File: config.mk
export PLATFORM = sky130hd
export DESIGN_NAME = xbus_port
export DESIGN_NICKNAME = d
export VERILOG_FILES = /design/src/common/xbus_pkg.sv /design/src/rtl/bit_timer.sv /design/src/rtl/xbus_port.sv
export VERILOG_INCLUDE_DIRS = /design/src /design/src/common
export SDC_FILE = /design/constraint.sdc
export NUM_CORES = 1
export LEC_CHECK = 0
export BUFFER_PORTS_ARGS = -buffer_cell sky130_fd_sc_hd__buf_2
export CORE_MARGIN = 2
export CORE_UTILIZATION = 35
export CTS_CLUSTER_SIZE = 14
export DETAILED_ROUTE_END_ITERATION = 16
export SLEW_MARGIN = 10
export SYNTH_ARGS = -nofsm -noshare
export SYNTH_HDL_FRONTEND = slang
export SYNTH_HIERARCHICAL = 1
export SYNTH_SLANG_ARGS = --single-unit
File: constraint.sdc
create_clock -name clk_i -period 5.31 [get_ports clk_i]
set_clock_uncertainty 0.05 [all_clocks]
set_input_delay 0.531 -clock clk_i [delete_from_list [all_inputs] [get_ports clk_i]]
set_output_delay 0.531 -clock clk_i [all_outputs]
set_load 0.005 [all_outputs]
File: src/common/xbus_cfg.svh
// constants for the repeater expansion bus port
// What this block does
// - on a collision, drive a 10 MHz square wave onto the collision pair.
// - no collision, select-out and grant asserted: send NRZ repeated data.
// - with collision flag high, data line is 1 single-port, 0 multiport.
// - drive data when granted and active, receive if granted idle, else float.
// - an active device with a collision on its own ports drives the flag high.
// - collision flag floats when neither select-out nor grant is asserted.
// - internal mode: select-in low means an upstream device is active.
// - select-in zero sampled on the first clock after reset: high internal, low external arbiter.
// - internal mode: select-out low when active or either select-in low.
// - active while receiving, colliding, draining or extending to 96 bits.
// - external arbiter mode: select-out asserted whenever the device is active.
// - grant low marks an active device and valid flag and data.
// - multi-active low means several devices active; each jams on its own.
// - all bus logic runs from the master clock.
// - arbitration strap latched when reset is released.
`ifndef XBUS_CFG_SVH
`define XBUS_CFG_SVH
`define XBUS_CLK_MHZ      100
`define XBUS_BIT_NS       100
`define XBUS_BIT_CYC      ((`XBUS_BIT_NS * `XBUS_CLK_MHZ) / 1000)
`define XBUS_COLCLK_NS    50
`define XBUS_COLCLK_CYC   ((`XBUS_COLCLK_NS * `XBUS_CLK_MHZ) / 1000)
`define XBUS_EXT_BITS     96
`define XBUS_MODE_RST     1'b1
`endif

File: src/common/xbus_pkg.sv
// types for the repeater expansion bus port
package xbus_pkg;
    typedef enum logic {ARB_EXTERNAL, ARB_INTERNAL} arb_mode_t;
    typedef enum logic [1:0] {ST_IDLE, ST_SEND, ST_EXTEND} act_state_t;
endpackage : xbus_pkg

File: src/rtl/bit_timer.sv
// divider producing one-cycle enable pulses every div cycles
`timescale 1ns/10ps
`default_nettype none
module bit_timer
#(
    parameter int DIV = 10
)
(
    input  wire logic clk_i,
    input  wire logic nrst_i,
    input  wire logic run_i,
    output var  logic tick_o
);
    localparam int W = (DIV > 1) ? $clog2(DIV) : 1;
    logic [W-1:0] cnt_ff;
    logic [W-1:0] nxt_cnt;
    logic         nxt_tick;
    logic         tick_ff;

    initial
    begin
        if (DIV < 1)
            $error("bit_timer: DIV must be at least 1");
    end

    always_comb
    begin
        nxt_cnt  = cnt_ff;
        nxt_tick = 1'b0;
        if (!run_i)
            nxt_cnt = '0;
        else if (cnt_ff == W'(DIV - 1))
        begin
            nxt_cnt  = '0;
            nxt_tick = 1'b1;
        end
        else
            nxt_cnt = cnt_ff + 1'b1;
    end

    always_ff @(posedge clk_i or negedge nrst_i)
    begin
        if (!nrst_i)
        begin
            cnt_ff  <= '0;
            tick_ff <= 1'b0;
        end
        else
        begin
            cnt_ff  <= nxt_cnt;
            tick_ff <= nxt_tick;
        end
    end

    assign tick_o = tick_ff;
endmodule : bit_timer
`default_nettype wire

File: src/rtl/xbus_port.sv
// expansion bus port: arbitration, data, collision and collision pair
`timescale 1ns/10ps
`default_nettype none
`include "xbus_cfg.svh"
module xbus_port
#(
    parameter int EXT_BITS = `XBUS_EXT_BITS
)
(
    input  wire logic               clk_i,
    input  wire logic               nrst_i,
    input  wire logic               port_rx_i,
    input  wire logic               port_col_i,
    input  wire logic               multi_port_col_i,
    input  wire logic               buf_busy_i,
    input  wire logic               tx_data_i,
    input  wire logic [1:0]         upstream_active_in_n_i,
    input  wire logic               grant_n_i,
    input  wire logic               multi_active_n_i,
    input  wire logic               expansion_data_line_i,
    input  wire logic               collision_flag_i,
    output logic                    expansion_data_line_o,
    output logic                    expansion_data_line_oe_o,
    output logic                    collision_flag_o,
    output logic                    collision_flag_oe_o,
    output logic                    active_select_out_n_o,
    output logic                    collision_pair_o,
    output logic                    collision_pair_oe_o,
    output logic                    rx_data_o,
    output logic                    rx_collision_o,
    output logic                    rx_single_port_o,
    output logic                    jam_req_o,
    output xbus_pkg::arb_mode_t     arb_mode_o
);
    import xbus_pkg::*;

    localparam int BIT_CYC = `XBUS_BIT_CYC;
    localparam int COL_CYC = `XBUS_COLCLK_CYC;
    localparam int EW      = $clog2(EXT_BITS + 1);

    initial
    begin
        if (EXT_BITS < 1 || BIT_CYC < 1 || COL_CYC < 1)
            $error("xbus_port: timing constants out of range");
    end

    arb_mode_t    mode_ff, nxt_mode;
    logic         strap_done_ff, nxt_strap_done;
    act_state_t   st_ff, nxt_st;
    logic [EW-1:0] ext_ff, nxt_ext;
    logic         xd_ff, nxt_xd;
    logic         xd_oe_ff, nxt_xd_oe;
    logic         col_ff, nxt_col;
    logic         col_oe_ff, nxt_col_oe;
    logic         sel_n_ff, nxt_sel_n;
    logic         cp_ff, nxt_cp;
    logic         cp_oe_ff, nxt_cp_oe;
    logic         rxd_ff, nxt_rxd;
    logic         rxc_ff, nxt_rxc;
    logic         rxs_ff, nxt_rxs;
    logic         jam_ff, nxt_jam;
    logic         bit_tick;
    logic         col_tick;
    logic         active;
    logic         granted;
    logic         sel_asserted;

    // shared bit clock enable, one bit per ten 100 MHz master clocks
    bit_timer #(.DIV(BIT_CYC)) u_bit (
        .clk_i  (clk_i),
        .nrst_i (nrst_i),
        .run_i  (1'b1),
        .tick_o (bit_tick)
    );

    // half period of the 10 MHz collision signal
    bit_timer #(.DIV(COL_CYC)) u_col (
        .clk_i  (clk_i),
        .nrst_i (nrst_i),
        .run_i  (port_col_i),
        .tick_o (col_tick)
    );

    // strap taken once on the first clock after release, not under reset
    always_comb
    begin
        nxt_mode       = mode_ff;
        nxt_strap_done = 1'b1;
        if (!strap_done_ff)
            nxt_mode = upstream_active_in_n_i[0] ? ARB_INTERNAL
                                                 : ARB_EXTERNAL;
    end

    // activity: receiving, colliding, draining, then extend to min length
    always_comb
    begin
        nxt_st  = st_ff;
        nxt_ext = ext_ff;
        case (st_ff)
            ST_IDLE:
            begin
                nxt_ext = '0;
                if (port_rx_i || port_col_i)
                    nxt_st = ST_SEND;
            end
            ST_SEND:
            begin
                if (bit_tick && ext_ff != EW'(EXT_BITS))
                    nxt_ext = ext_ff + 1'b1;
                if (!port_rx_i && !port_col_i && !buf_busy_i)
                    nxt_st = (ext_ff < EW'(EXT_BITS)) ? ST_EXTEND
                                                      : ST_IDLE;
            end
            ST_EXTEND:
            begin
                if (bit_tick)
                    nxt_ext = ext_ff + 1'b1;
                if (port_rx_i || port_col_i)
                    nxt_st = ST_SEND;
                else if (bit_tick && ext_ff == EW'(EXT_BITS - 1))
                    nxt_st = ST_IDLE;
            end
            default:
                nxt_st = ST_IDLE;
        endcase
    end

    assign active       = (st_ff != ST_IDLE) || port_rx_i || port_col_i;
    assign granted      = !grant_n_i;
    assign sel_asserted = !sel_n_ff;

    // bus drive decisions, registered so pins come from flip-flops
    always_comb
    begin
        nxt_sel_n  = 1'b1;
        nxt_xd     = xd_ff;
        nxt_xd_oe  = 1'b0;
        nxt_col    = 1'b0;
        nxt_col_oe = 1'b0;
        nxt_rxd    = rxd_ff;
        nxt_rxc    = 1'b0;
        nxt_rxs    = 1'b0;
        nxt_cp     = 1'b0;
        nxt_cp_oe  = 1'b0;
        if (mode_ff == ARB_INTERNAL)
            nxt_sel_n = !(active || !upstream_active_in_n_i[0]
                          || !upstream_active_in_n_i[1]);
        else
            nxt_sel_n = !active;
        if (granted && active)
        begin
            nxt_xd_oe = 1'b1;
            if (port_col_i)
                nxt_xd = !multi_port_col_i;
            else if (sel_asserted && bit_tick)
                nxt_xd = tx_data_i;
        end
        else if (granted)
        begin
            // data sampled once per bit time while another device sends
            if (bit_tick)
                nxt_rxd = expansion_data_line_i;
            nxt_rxc = collision_flag_i;
            nxt_rxs = collision_flag_i && expansion_data_line_i;
        end
        if (sel_asserted || granted)
        begin
            nxt_col_oe = active && port_col_i;
            nxt_col    = active && port_col_i;
        end
        if (port_col_i)
        begin
            nxt_cp_oe = 1'b1;
            nxt_cp    = col_tick ? !cp_ff : cp_ff;
        end
        nxt_jam = !multi_active_n_i || port_col_i;
    end

    always_ff @(posedge clk_i or negedge nrst_i)
    begin
        if (!nrst_i)
        begin
            mode_ff       <= ARB_INTERNAL;
            strap_done_ff <= 1'b0;
            st_ff         <= ST_IDLE;
            ext_ff        <= '0;
            xd_ff         <= 1'b0;
            xd_oe_ff      <= 1'b0;
            col_ff        <= 1'b0;
            col_oe_ff     <= 1'b0;
            sel_n_ff      <= 1'b1;
            cp_ff         <= 1'b0;
            cp_oe_ff      <= 1'b0;
            rxd_ff        <= 1'b0;
            rxc_ff        <= 1'b0;
            rxs_ff        <= 1'b0;
            jam_ff        <= 1'b0;
        end
        else
        begin
            mode_ff       <= nxt_mode;
            strap_done_ff <= nxt_strap_done;
            st_ff         <= nxt_st;
            ext_ff        <= nxt_ext;
            xd_ff         <= nxt_xd;
            xd_oe_ff      <= nxt_xd_oe;
            col_ff        <= nxt_col;
            col_oe_ff     <= nxt_col_oe;
            sel_n_ff      <= nxt_sel_n;
            cp_ff         <= nxt_cp;
            cp_oe_ff      <= nxt_cp_oe;
            rxd_ff        <= nxt_rxd;
            rxc_ff        <= nxt_rxc;
            rxs_ff        <= nxt_rxs;
            jam_ff        <= nxt_jam;
        end
    end

    assign expansion_data_line_o    = xd_ff;
    assign expansion_data_line_oe_o = xd_oe_ff;
    assign collision_flag_o         = col_ff;
    assign collision_flag_oe_o      = col_oe_ff;
    assign active_select_out_n_o    = sel_n_ff;
    assign collision_pair_o         = cp_ff;
    assign collision_pair_oe_o      = cp_oe_ff;
    assign rx_data_o                = rxd_ff;
    assign rx_collision_o           = rxc_ff;
    assign rx_single_port_o         = rxs_ff;
    assign jam_req_o                = jam_ff;
    assign arb_mode_o               = mode_ff;
endmodule : xbus_port
`default_nettype wire

==> results_dict.tcl, run 1 <==
set metrics [dict create \
    status "finished, final reports clean" \
    synth_area_leaders "dfrtp_1 47%, ha_1 8.5%, nand2_1 4.3%, nand3_1 3.7%, dfstp_2 3.6%" \
    critPathKind "reg -> reg" \
    powerDensity_nw_per_um2 421 \
    antenna_cells 0 \
    postLayoutCellArea_um2 1800 \
    crit_required_ns 5.47 \
    dr.first_iter.drc_count 83 \
    cts_tree "built" \
    rr_startpoint "st_ff[1]$_DFFE_PN0P_" \
    multi_input_area_um2 681 \
    synth-xor-area-share 0.00594 \
    via_per_inst 4.80 \
    cts_resized 0 \
    synth_top_family_by_area "simple AND/OR/NAND/NOR gates" \
    ioPinCount 25 \
    clock_sinks 30 \
    cts_setup_buffers 0 \
    critPathArrivalTime_ns 2.31 \
    antenna_found_initial 0 \
    synth_ff_type "dfrtp_1" \
    muxShareOfSynthArea 0.0441 \
    htreeDepth 2 \
    cts_hold_buf 0 \
    slew_headroom 0.567 \
    gr-total-overflow 0 \
    syn_inst 141 \
    power.net_switching_mw 0.217 \
    crit_path_max_fanout 14 \
    placed_cell_area_um2 1660 \
    coreArea_um2 4030 \
    synth_most_common_cell "dfrtp_1" \
    worstSkewPairLatency_ns 0.27 \
    finalSetupViolCount 0 \
    dp_hpwl_mm 1.98 \
    die_w_um 68.9 \
    yosysUniqueCellTypes 38 \
    ys_ff_latch 30 \
    power_frac_comb 0.252 \
    period_share 0.405 \
    grt_pass1_wl_mm 4.60 \
    grtUsageTotal 0.133 \
    syn_to_final_growth_pct 22.1 \
    finalNetCount 196 \
    clock.fmax_mhz 465 \
    clk_path_buf_depth 2 \
    finalWirelength_mm 2.68 \
    ant_nets 0 \
    hold_viol 0 \
    cellInternalPower_mw 0.541 \
    async_reset_ff_frac 1.00 \
    drive_above_1_share 0.241 \
    p_sw_frac 0.287 \
    leakage_nw 0.865 \
    die_y_um 68.9 \
    synth_top_area_cell "dfrtp_1" \
    yosys_warnings 6 \
    fp-row-count 23 \
    syn_avg_cell_area_um2 10.5 \
    final-max-slew-violation-count 0 \
    vias 1075 \
    min_path_type "in -> async" \
    die-area_um2 4750 \
    ff_latch_area_um2 753 \
    drv_cap 0 \
    tightest_slew_ns 0.649 \
    p_seq_frac 0.375 \
    worstSetupStartpoint "st_ff[1]$_DFFE_PN0P_" \
    rsz0062_at_grt "no" \
    synthSimpleGateAreaFrac 0.225 \
    clockPowerShare 0.374 \
    cts_root_buffer "clkbuf_8" \
    drc 0 \
    gp_congestion 0.808 \
    netlist_area_um2 1480 \
    vdd_drop_max_mv 0.128 \
    fillerInstances 394 \
    start_kind "register" \
    crit_path_end_kind "register" \
    numCtsBuffers 5 \
    ys_top_cells_by_count "28 x dfrtp_1, 17 x nand2_1, 11 x inv_1, 11 x nand3_1, 10 x ha_1" \
    grt_start_max_net_pins 31 \
    synthAdderAreaFrac 0.0848 \
    path_clk_slew_ns 0.07 \
    port_buffers 24 \
    synth-edff-count 0 \
    layout_min_cycle_time_ns 2.15 \
    wl_per_cell_um 12.0 \
    synth_compound_area_frac 0.0891 \
    grt_pass1_vias 1089 \
    tns_ns 0 \
    initial_core_util 0.366 \
    seq_area_frac_synth 0.511 \
    synth.top_cell.area_share 0.475 \
    drtPass1Iterations 4 \
]
-- layout make-up --
cell class                 count  area share
sequential                    30       0.418
clock buffer                   6      0.0459
tap                           50      0.0347
clock inverter                 2      0.0334
inverter                      11      0.0229
timing repair buffer          24      0.0667
multi-input combinational    101       0.378
-- power groups by stage --
stage          Combinational (mW)  Clock (mW)  Sequential, mW
2_1_floorplan               0.146           0           0.284
3_3_place_gp                0.184           0           0.286
3_5_place_dp                0.191           0           0.288
4_1_cts                     0.192       0.290           0.283
5_1_grt                     0.220       0.303           0.288
6_report                    0.191       0.283           0.284
-- metal layers --
layer	track usage	part of all wire	up-vias
met5	0	0	-
met4	0.0637	0.012	0
met3	0.0568	0.070	2
met2	0.218	0.47	26
met1	0.150	0.44	502
li1	-	-	545
-- placed cells by master (no fill, tap or decap), types with 6 or more instances in the layout --
master / Yosys / final
dfrtp_1: 28 / 28
inv_1: 11 / 11
buf_2: 0 / 24
nand3_1: 11 / 11
ha_1: 10 / 10
a21oi_1: 6 / 6
clkbuf_8: 0 / 6
nand2_1: 17 / 17
-- through the flow --
| stage | utilization | std cells | setup slack [ns] | hold slack [ns] | total power, mW |
|---|---|---|---|---|---|
| finish | 0.447 | 224 | 3.16 | 0.227 | 0.758 |
| global route | 0.447 | 224 | 3.03 | 0.276 | 0.811 |
| CTS | 0.447 | 224 | 3.16 | 0.252 | 0.765 |
| detailed placement | 0.411 | 216 | 3.17 | 0.410 | 0.479 |
| global placement | 0.411 | 216 | 3.26 | 0.405 | 0.469 |
| floorplan | - | 145 | 3.44 | 0.185 | 0.429 |
-- state kept, by name, indices dropped and copies added (netlist names), 2 cells and up --
| register | count |
|---|---|
| u_bit/cnt_ff | 4 |
| st_ff | 2 |
| u_col/cnt_ff | 3 |
| ext_ff | 7 |
-- cells by family (layout without fill, tap and decap cells) --
group	Yosys count	count (layout)
AO/OA/AOI/OAI	20	20
multiplexers	6	6
buffers and inverters	14	43
adder cells (fa/ha/maj)	10	10
XOR/XNOR	1	1
AND/OR/NAND/NOR	59	59
flip-flops	30	30
other	1	5
-- worst max-delay path, stage by stage (launching register included) --
cell	delay, ns
dfrtp_1	0.38
inv_1	0.08
ha_1	0.23
o21ba_2	0.22
a311o_1	0.47
or4b_1	0.55
nand3_1	0.10
-- path summary, 6_finish.rpt --
path                            cells past startpoint  slack, ns                         to
worst max register to register                      6       3.16      ext_ff[4]$_DFFE_PN0P_
min in group clk_i                                  2       0.37        jam_req_o$_DFF_PN0_
worst min-delay path                                1       0.23  u_col/cnt_ff[2]$_DFF_PN0_
max in group asynchronous                           1       4.56      ext_ff[4]$_DFFE_PN0P_
worst max-delay path                                6       3.16      ext_ff[4]$_DFFE_PN0P_
worst min register to register                      1       0.42  u_col/cnt_ff[0]$_DFF_PN0_
(Power assumes the default switching activity.)
==> run 2, diff against run 1 <==
clock period = 1.9 ns   (was 5.31 ns; I/O delays follow)
==> run 2 against run 1 <==
Compared with the run above: the run now ends with setup timing left; sequential cell count is the same; register-to-register slack lost 3.2 ns; sequential power grew to 2.8 times the previous value; design area grew 3.3%; sequential share of layout area shrank 1.3 points; clock-buffer cell count grew 1; worst setup slack lost 3.2 ns; total power grew to 2.7 times the previous value; cell count grew 4.9%; fmax grew 12%; routed wire length grew 14%; largest cell class unchanged.
==> results_dict.tcl, run 2 (synthesis results as in run 1) <==
set metrics [dict create \
    finalSetupViolCount 1 \
    tns_ns -0.0142 \
    reg2reg_slack_ns -0.01 \
    dr.first_iter.drc_count 49 \
    power.net_switching_mw 0.666 \
    drc 0 \
    p_seq_frac 0.383 \
    power_frac_comb 0.360 \
    port_buffers 24 \
    rsz0062_at_grt "yes" \
    cellInternalPower_mw 1.39 \
    dp_hpwl_mm 2.18 \
    coreArea_um2 4030 \
    drtPass1Iterations 4 \
    grtUsageTotal 0.148 \
    slew_headroom 0.554 \
    grt_pass1_vias 1114 \
    grt_pass1_wl_mm 4.93 \
    critPathArrivalTime_ns 2.09 \
    via_per_inst 4.89 \
    period_share 1.01 \
    violations "setup timing" \
    htreeDepth 2 \
    grt_start_max_net_pins 31 \
    crit_path_end_kind "register" \
    ff_latch_area_um2 753 \
    start_kind "register" \
    clock.fmax_mhz 522 \
    syn_to_final_growth_pct 26.0 \
    path_clk_slew_ns 0.06 \
    place_ws_ns -0.128 \
    status "finished, violations left" \
    crit_required_ns 2.07 \
    top_regs "ext_ff: 7 flops, u_bit/cnt_ff: 4 flops, u_col/cnt_ff: 3 flops" \
    layout_min_cycle_time_ns 1.91 \
    multi_input_area_um2 706 \
    setup_ws_ns -0.0142 \
    p_sw_frac 0.325 \
    finalNetCount 207 \
    ant_nets 0 \
    largest_register_ffs 7 \
    fin_util 0.461 \
    fp-row-count 23 \
    finalWirelength_mm 3.06 \
    clk_path_buf_depth 2 \
    hold_viol 0 \
    vdd_drop_max_mv 0.336 \
    ioPinCount 25 \
    slowest_delay_ns 0.54 \
    critPathKind "reg -> reg" \
    gp_congestion 0.800 \
    drive_above_1_share 0.324 \
    final_cell_mix "28 x dfrtp_1, 24 x buf_2, 17 x nand2_1" \
    leakage_nw 0.900 \
    powerDensity_nw_per_um2 1100 \
    p_total_mw 2.05 \
    crit_chain "inv_2, ha_2, o21ba_2, a311o_1, or4b_4, nand3_2" \
    fin_cells 235 \
    cts_tree "built" \
    worstSkewPairLatency_ns 0.28 \
    tightest_slew_ns 0.669 \
    final-max-slew-violation-count 0 \
    antenna_cells 0 \
    min_path_type "in -> reg" \
    mostFrequentLayoutCell "dfrtp_1" \
    antenna_found_initial 0 \
    fillerInstances 387 \
    largest-register "ext_ff" \
    drv_cap 0 \
    numCtsBuffers 5 \
    die_y_um 68.9 \
    die_w_um 68.9 \
    wl_per_cell_um 13.0 \
    crit_path_max_fanout 6 \
    clock_sinks 30 \
    initial_core_util 0.366 \
    dp.cells 223 \
    die-area_um2 4750 \
    vias 1148 \
    gr-total-overflow 0 \
    cts_root_buffer "clkbuf_8" \
    clockPowerShare 0.256 \
    crit_slowest_cell "or4b_4" \
]
[run 2: cell types whose count changed in the layout (fill, tap and decap cells not counted), sizes merged]
cell and delta:
bufinv -2, clkbuf +1, buf +10, clkinv +1, dlygate4sd3 +1
[run 2: power by group through the flow]
stage               logic [mW]  clock network (mW)  registers, mW
global route             0.829               0.572          0.799
global placement         0.629                   0          0.790
detailed placement       0.656                   0          0.796
finish                   0.740               0.526          0.787
floorplan                0.407                   0          0.792
CTS                      0.705               0.543          0.783
[run 2: path summary, 6_finish.rpt]
check                                     startpoint                                 to  cells after the start
hold reg to reg            u_col/cnt_ff[0]$_DFF_PN0_          u_col/cnt_ff[0]$_DFF_PN0_                      1
hold / removal                      multi_active_n_i                jam_req_o$_DFF_PN0_                      2
max in group asynchronous                     nrst_i       collision_pair_o$_DFFE_PN0P_                      2
min in group asynchronous                     nrst_i  expansion_data_line_o$_DFFE_PN0P_                      2
setup reg to reg                st_ff[1]$_DFFE_PN0P_              ext_ff[4]$_DFFE_PN0P_                      6
setup / recovery                st_ff[1]$_DFFE_PN0P_              ext_ff[4]$_DFFE_PN0P_                      6
[run 2: area by class of cell]
type / instances / share of cell area
Clock inverter: 1 / 0.00269
Timing Repair Buffer: 35 / 0.110
Multi-Input combinational cell: 101 / 0.380
Clock buffer: 7 / 0.0464
Inverter: 11 / 0.0222
Tap cell: 50 / 0.0336
Sequential cell: 30 / 0.405
[run 2: layer usage]
| layer | track usage | up-vias | share of wire |
|---|---|---|---|
| met5 | 0 | - | 0 |
| li1 | - | 568 | - |
| met2 | 0.250 | 28 | 0.50 |
| met3 | 0.0487 | 6 | 0.053 |
| met4 | 0.0833 | 0 | 0.022 |
| met1 | 0.162 | 546 | 0.43 |
[run 2: metrics by stage]
| stage | instance area (um2) | hold WS [ns] |
|---|---|---|
| after floorplan | 1490 | -0.156 |
| after global placement | 1710 | 0.207 |
| after detailed placement | 1710 | 0.217 |
| after CTS | 1830 | 0.0255 |
| after global routing | 1860 | 0.0212 |
| final | 1860 | 0.0235 |
[run 2: critical path, delay by kind of cell (launching register included)]
family	cells	cell delay, ns
buffers and inverters	1	0.05
and+or+nand+nor	2	0.62
AOI/OAI and AO/OA	2	0.54
DFF	1	0.40
adders and majority gates	1	0.18
[run 2: repair_timing]
action,4_1_cts,5_1_grt
gates cloned,0,0
setup endpoints to repair,3,6
endpoints found under the hold margin,28,0
hold buffers,1,0
gates resized for setup,2,8
buffers inserted,2,1
pin swaps,3,1
==> run 3, diff against run 2 <==
CELL_PAD_IN_SITES_DETAIL_PLACEMENT = 0   (was unset)
CELL_PAD_IN_SITES_GLOBAL_PLACEMENT = 1   (was unset)
PLACE_DENSITY_LB_ADDON = 0.1   (was unset)
==> run 3 against run 2 <==
Compared with the run above: largest cell class unchanged; largest power group is now combinational cells; cell count is 3.0% higher; total power is 17% higher; via count is 1.8% higher; critical path type unchanged; combinational power is 10% higher; the run now ends clean; design area is 6.0% higher; highest routed layer unchanged.
==> results_dict.tcl, run 3 (synthesis results as in run 1) <==
set metrics [dict create \
    status "finished, final reports clean" \
    syn_to_final_growth_pct 33.6 \
    rr_worst_depth 5 \
    vias 1169 \
    die_y_um 68.9 \
    path_clk_slew_ns 0.07 \
    worstSetupStartpoint "st_ff[0]$_DFFE_PN0P_" \
    largest-register "ext_ff" \
    coreArea_um2 4030 \
    vdd_drop_max_mv 0.503 \
    setup_ws_ns 0.00612 \
    place_ws_ns -0.0971 \
    port_buffers 24 \
    grt_pass1_wl_mm 4.97 \
    finalNetCount 214 \
    top_regs "ext_ff: 7 flops, u_bit/cnt_ff: 4 flops, u_col/cnt_ff: 3 flops" \
    drc 0 \
    critPathArrivalTime_ns 2.06 \
    initial_core_util 0.366 \
    grt_start_max_net_pins 31 \
    period_share 0.997 \
    mostFrequentLayoutCell "dfrtp_1" \
    drive_above_1_share 0.365 \
    antenna_cells 0 \
    hp-start "multi_active_n_i" \
    tns_ns 0 \
    gr-total-overflow 0 \
    dp_hpwl_mm 2.26 \
    grtUsageTotal 0.145 \
    antenna_found_initial 0 \
    die_w_um 68.9 \
    worstSkewPairLatency_ns 0.27 \
    numCtsBuffers 5 \
    powerDensity_nw_per_um2 1220 \
    critPathKind "reg -> reg" \
    fp-row-count 23 \
    clock.fmax_mhz 528 \
    worst_r2r_endpoint "ext_ff[4]$_DFFE_PN0P_" \
    crit_path_max_fanout 6 \
    reg2reg_slack_ns 0.006 \
    via_per_inst 4.83 \
    ant_nets 0 \
    cts_root_buffer "clkbuf_8" \
    htreeDepth 2 \
    layout_min_cycle_time_ns 1.89 \
    p_total_mw 2.40 \
    gp_congestion 0.708 \
    grt_pass1_vias 1109 \
    ioPinCount 25 \
    crit_required_ns 2.06 \
    clock_sinks 30 \
    drtPass1Iterations 4 \
    crit_slowest_cell "or4b_1" \
    dr.first_iter.drc_count 58 \
    finalSetupViolCount 0 \
    cts_tree "built" \
    holdWs_ns 0.0334 \
    worstHoldEndpoint "jam_req_o$_DFF_PN0_" \
    postLayoutCellArea_um2 1970 \
    finalWirelength_mm 3.02 \
    drv_cap 0 \
    clk_path_buf_depth 2 \
    crit_chain "buf_4, ha_1, a311o_1, or4b_1, nand3_1" \
    wl_per_cell_um 12.5 \
    hold_viol 0 \
    rr_startpoint "st_ff[0]$_DFFE_PN0P_" \
    slew_headroom 0.557 \
    rsz0062_at_grt "yes" \
    crit_path_end_kind "register" \
    largest_register_ffs 7 \
    tightest_slew_ns 0.665 \
    leakage_nw 0.960 \
    placed_cell_area_um2 1780 \
    final-max-slew-violation-count 0 \
    final_cell_mix "28 x dfrtp_1, 24 x buf_2, 17 x buf_4" \
    min_path_type "in -> reg" \
    die-area_um2 4750 \
    start_kind "register" \
    hold_path_depth 2 \
    slowest_delay_ns 0.52 \
]
-- run 3: worst max-delay path, delay by kind of cell (launching register included) --
kind,cells,cell delay [ns]
AND/OR/NAND/NOR,2,0.60
flip-flops,1,0.41
AO/OA/AOI/OAI,1,0.41
buffers and inverters,1,0.15
adder cells (fa/ha/maj),1,0.22
-- run 3: per-layer routing --
| layer | GRT usage | wire, um |
|---|---|---|
| met5 | 0 | 0 |
| met4 | 0.0662 | 42 |
| met3 | 0.0390 | 204 |
| met2 | 0.256 | 1410 |
| met1 | 0.162 | 1360 |
-- run 3: how the worst max path moves through the flow --
stage | endpoint | depth (start not counted)
floorplan | ext_ff[4]$_DFFE_PN0P_ | 6
global placement | ext_ff[6]$_DFFE_PN0P_ | 6
detailed placement | ext_ff[6]$_DFFE_PN0P_ | 6
CTS | st_ff[0]$_DFFE_PN0P_ | 6
global route | ext_ff[4]$_DFFE_PN0P_ | 6
finish | ext_ff[4]$_DFFE_PN0P_ | 5
-- run 3: timing repair --
action,4_1_cts,5_1_grt
gates resized for setup,2,11
endpoints found under the setup margin,4,10
gates cloned,0,0
hold buffers,1,0
pin swaps,3,3
buffers inserted,1,0
endpoints found under the hold margin,28,0
-- run 3: layout make-up --
cell class / count / area [um2]
Multi-Input combinational cell: 101 / 713
Clock inverter: 2 / 60.1
Sequential cell: 30 / 753
Clock buffer: 6 / 82.6
Tap cell: 50 / 62.6
Inverter: 11 / 41.3
Fill cell: 388 / 2060
Timing Repair Buffer: 42 / 258
-- run 3: report_power, final --
group / switching, mW / total (mW) / internal, mW
clock: 0.240 / 0.799 / 0.559
sequential: 0.0593 / 0.780 / 0.721
combinational: 0.389 / 0.817 / 0.428
total: 0.689 / 2.40 / 1.71
-- run 3: per-stage QoR --
step,cells,utilization
after global routing,242,0.489
after floorplan,145,-
final,242,0.489
after global placement,232,0.441
after CTS,242,0.482
after detailed placement,232,0.441
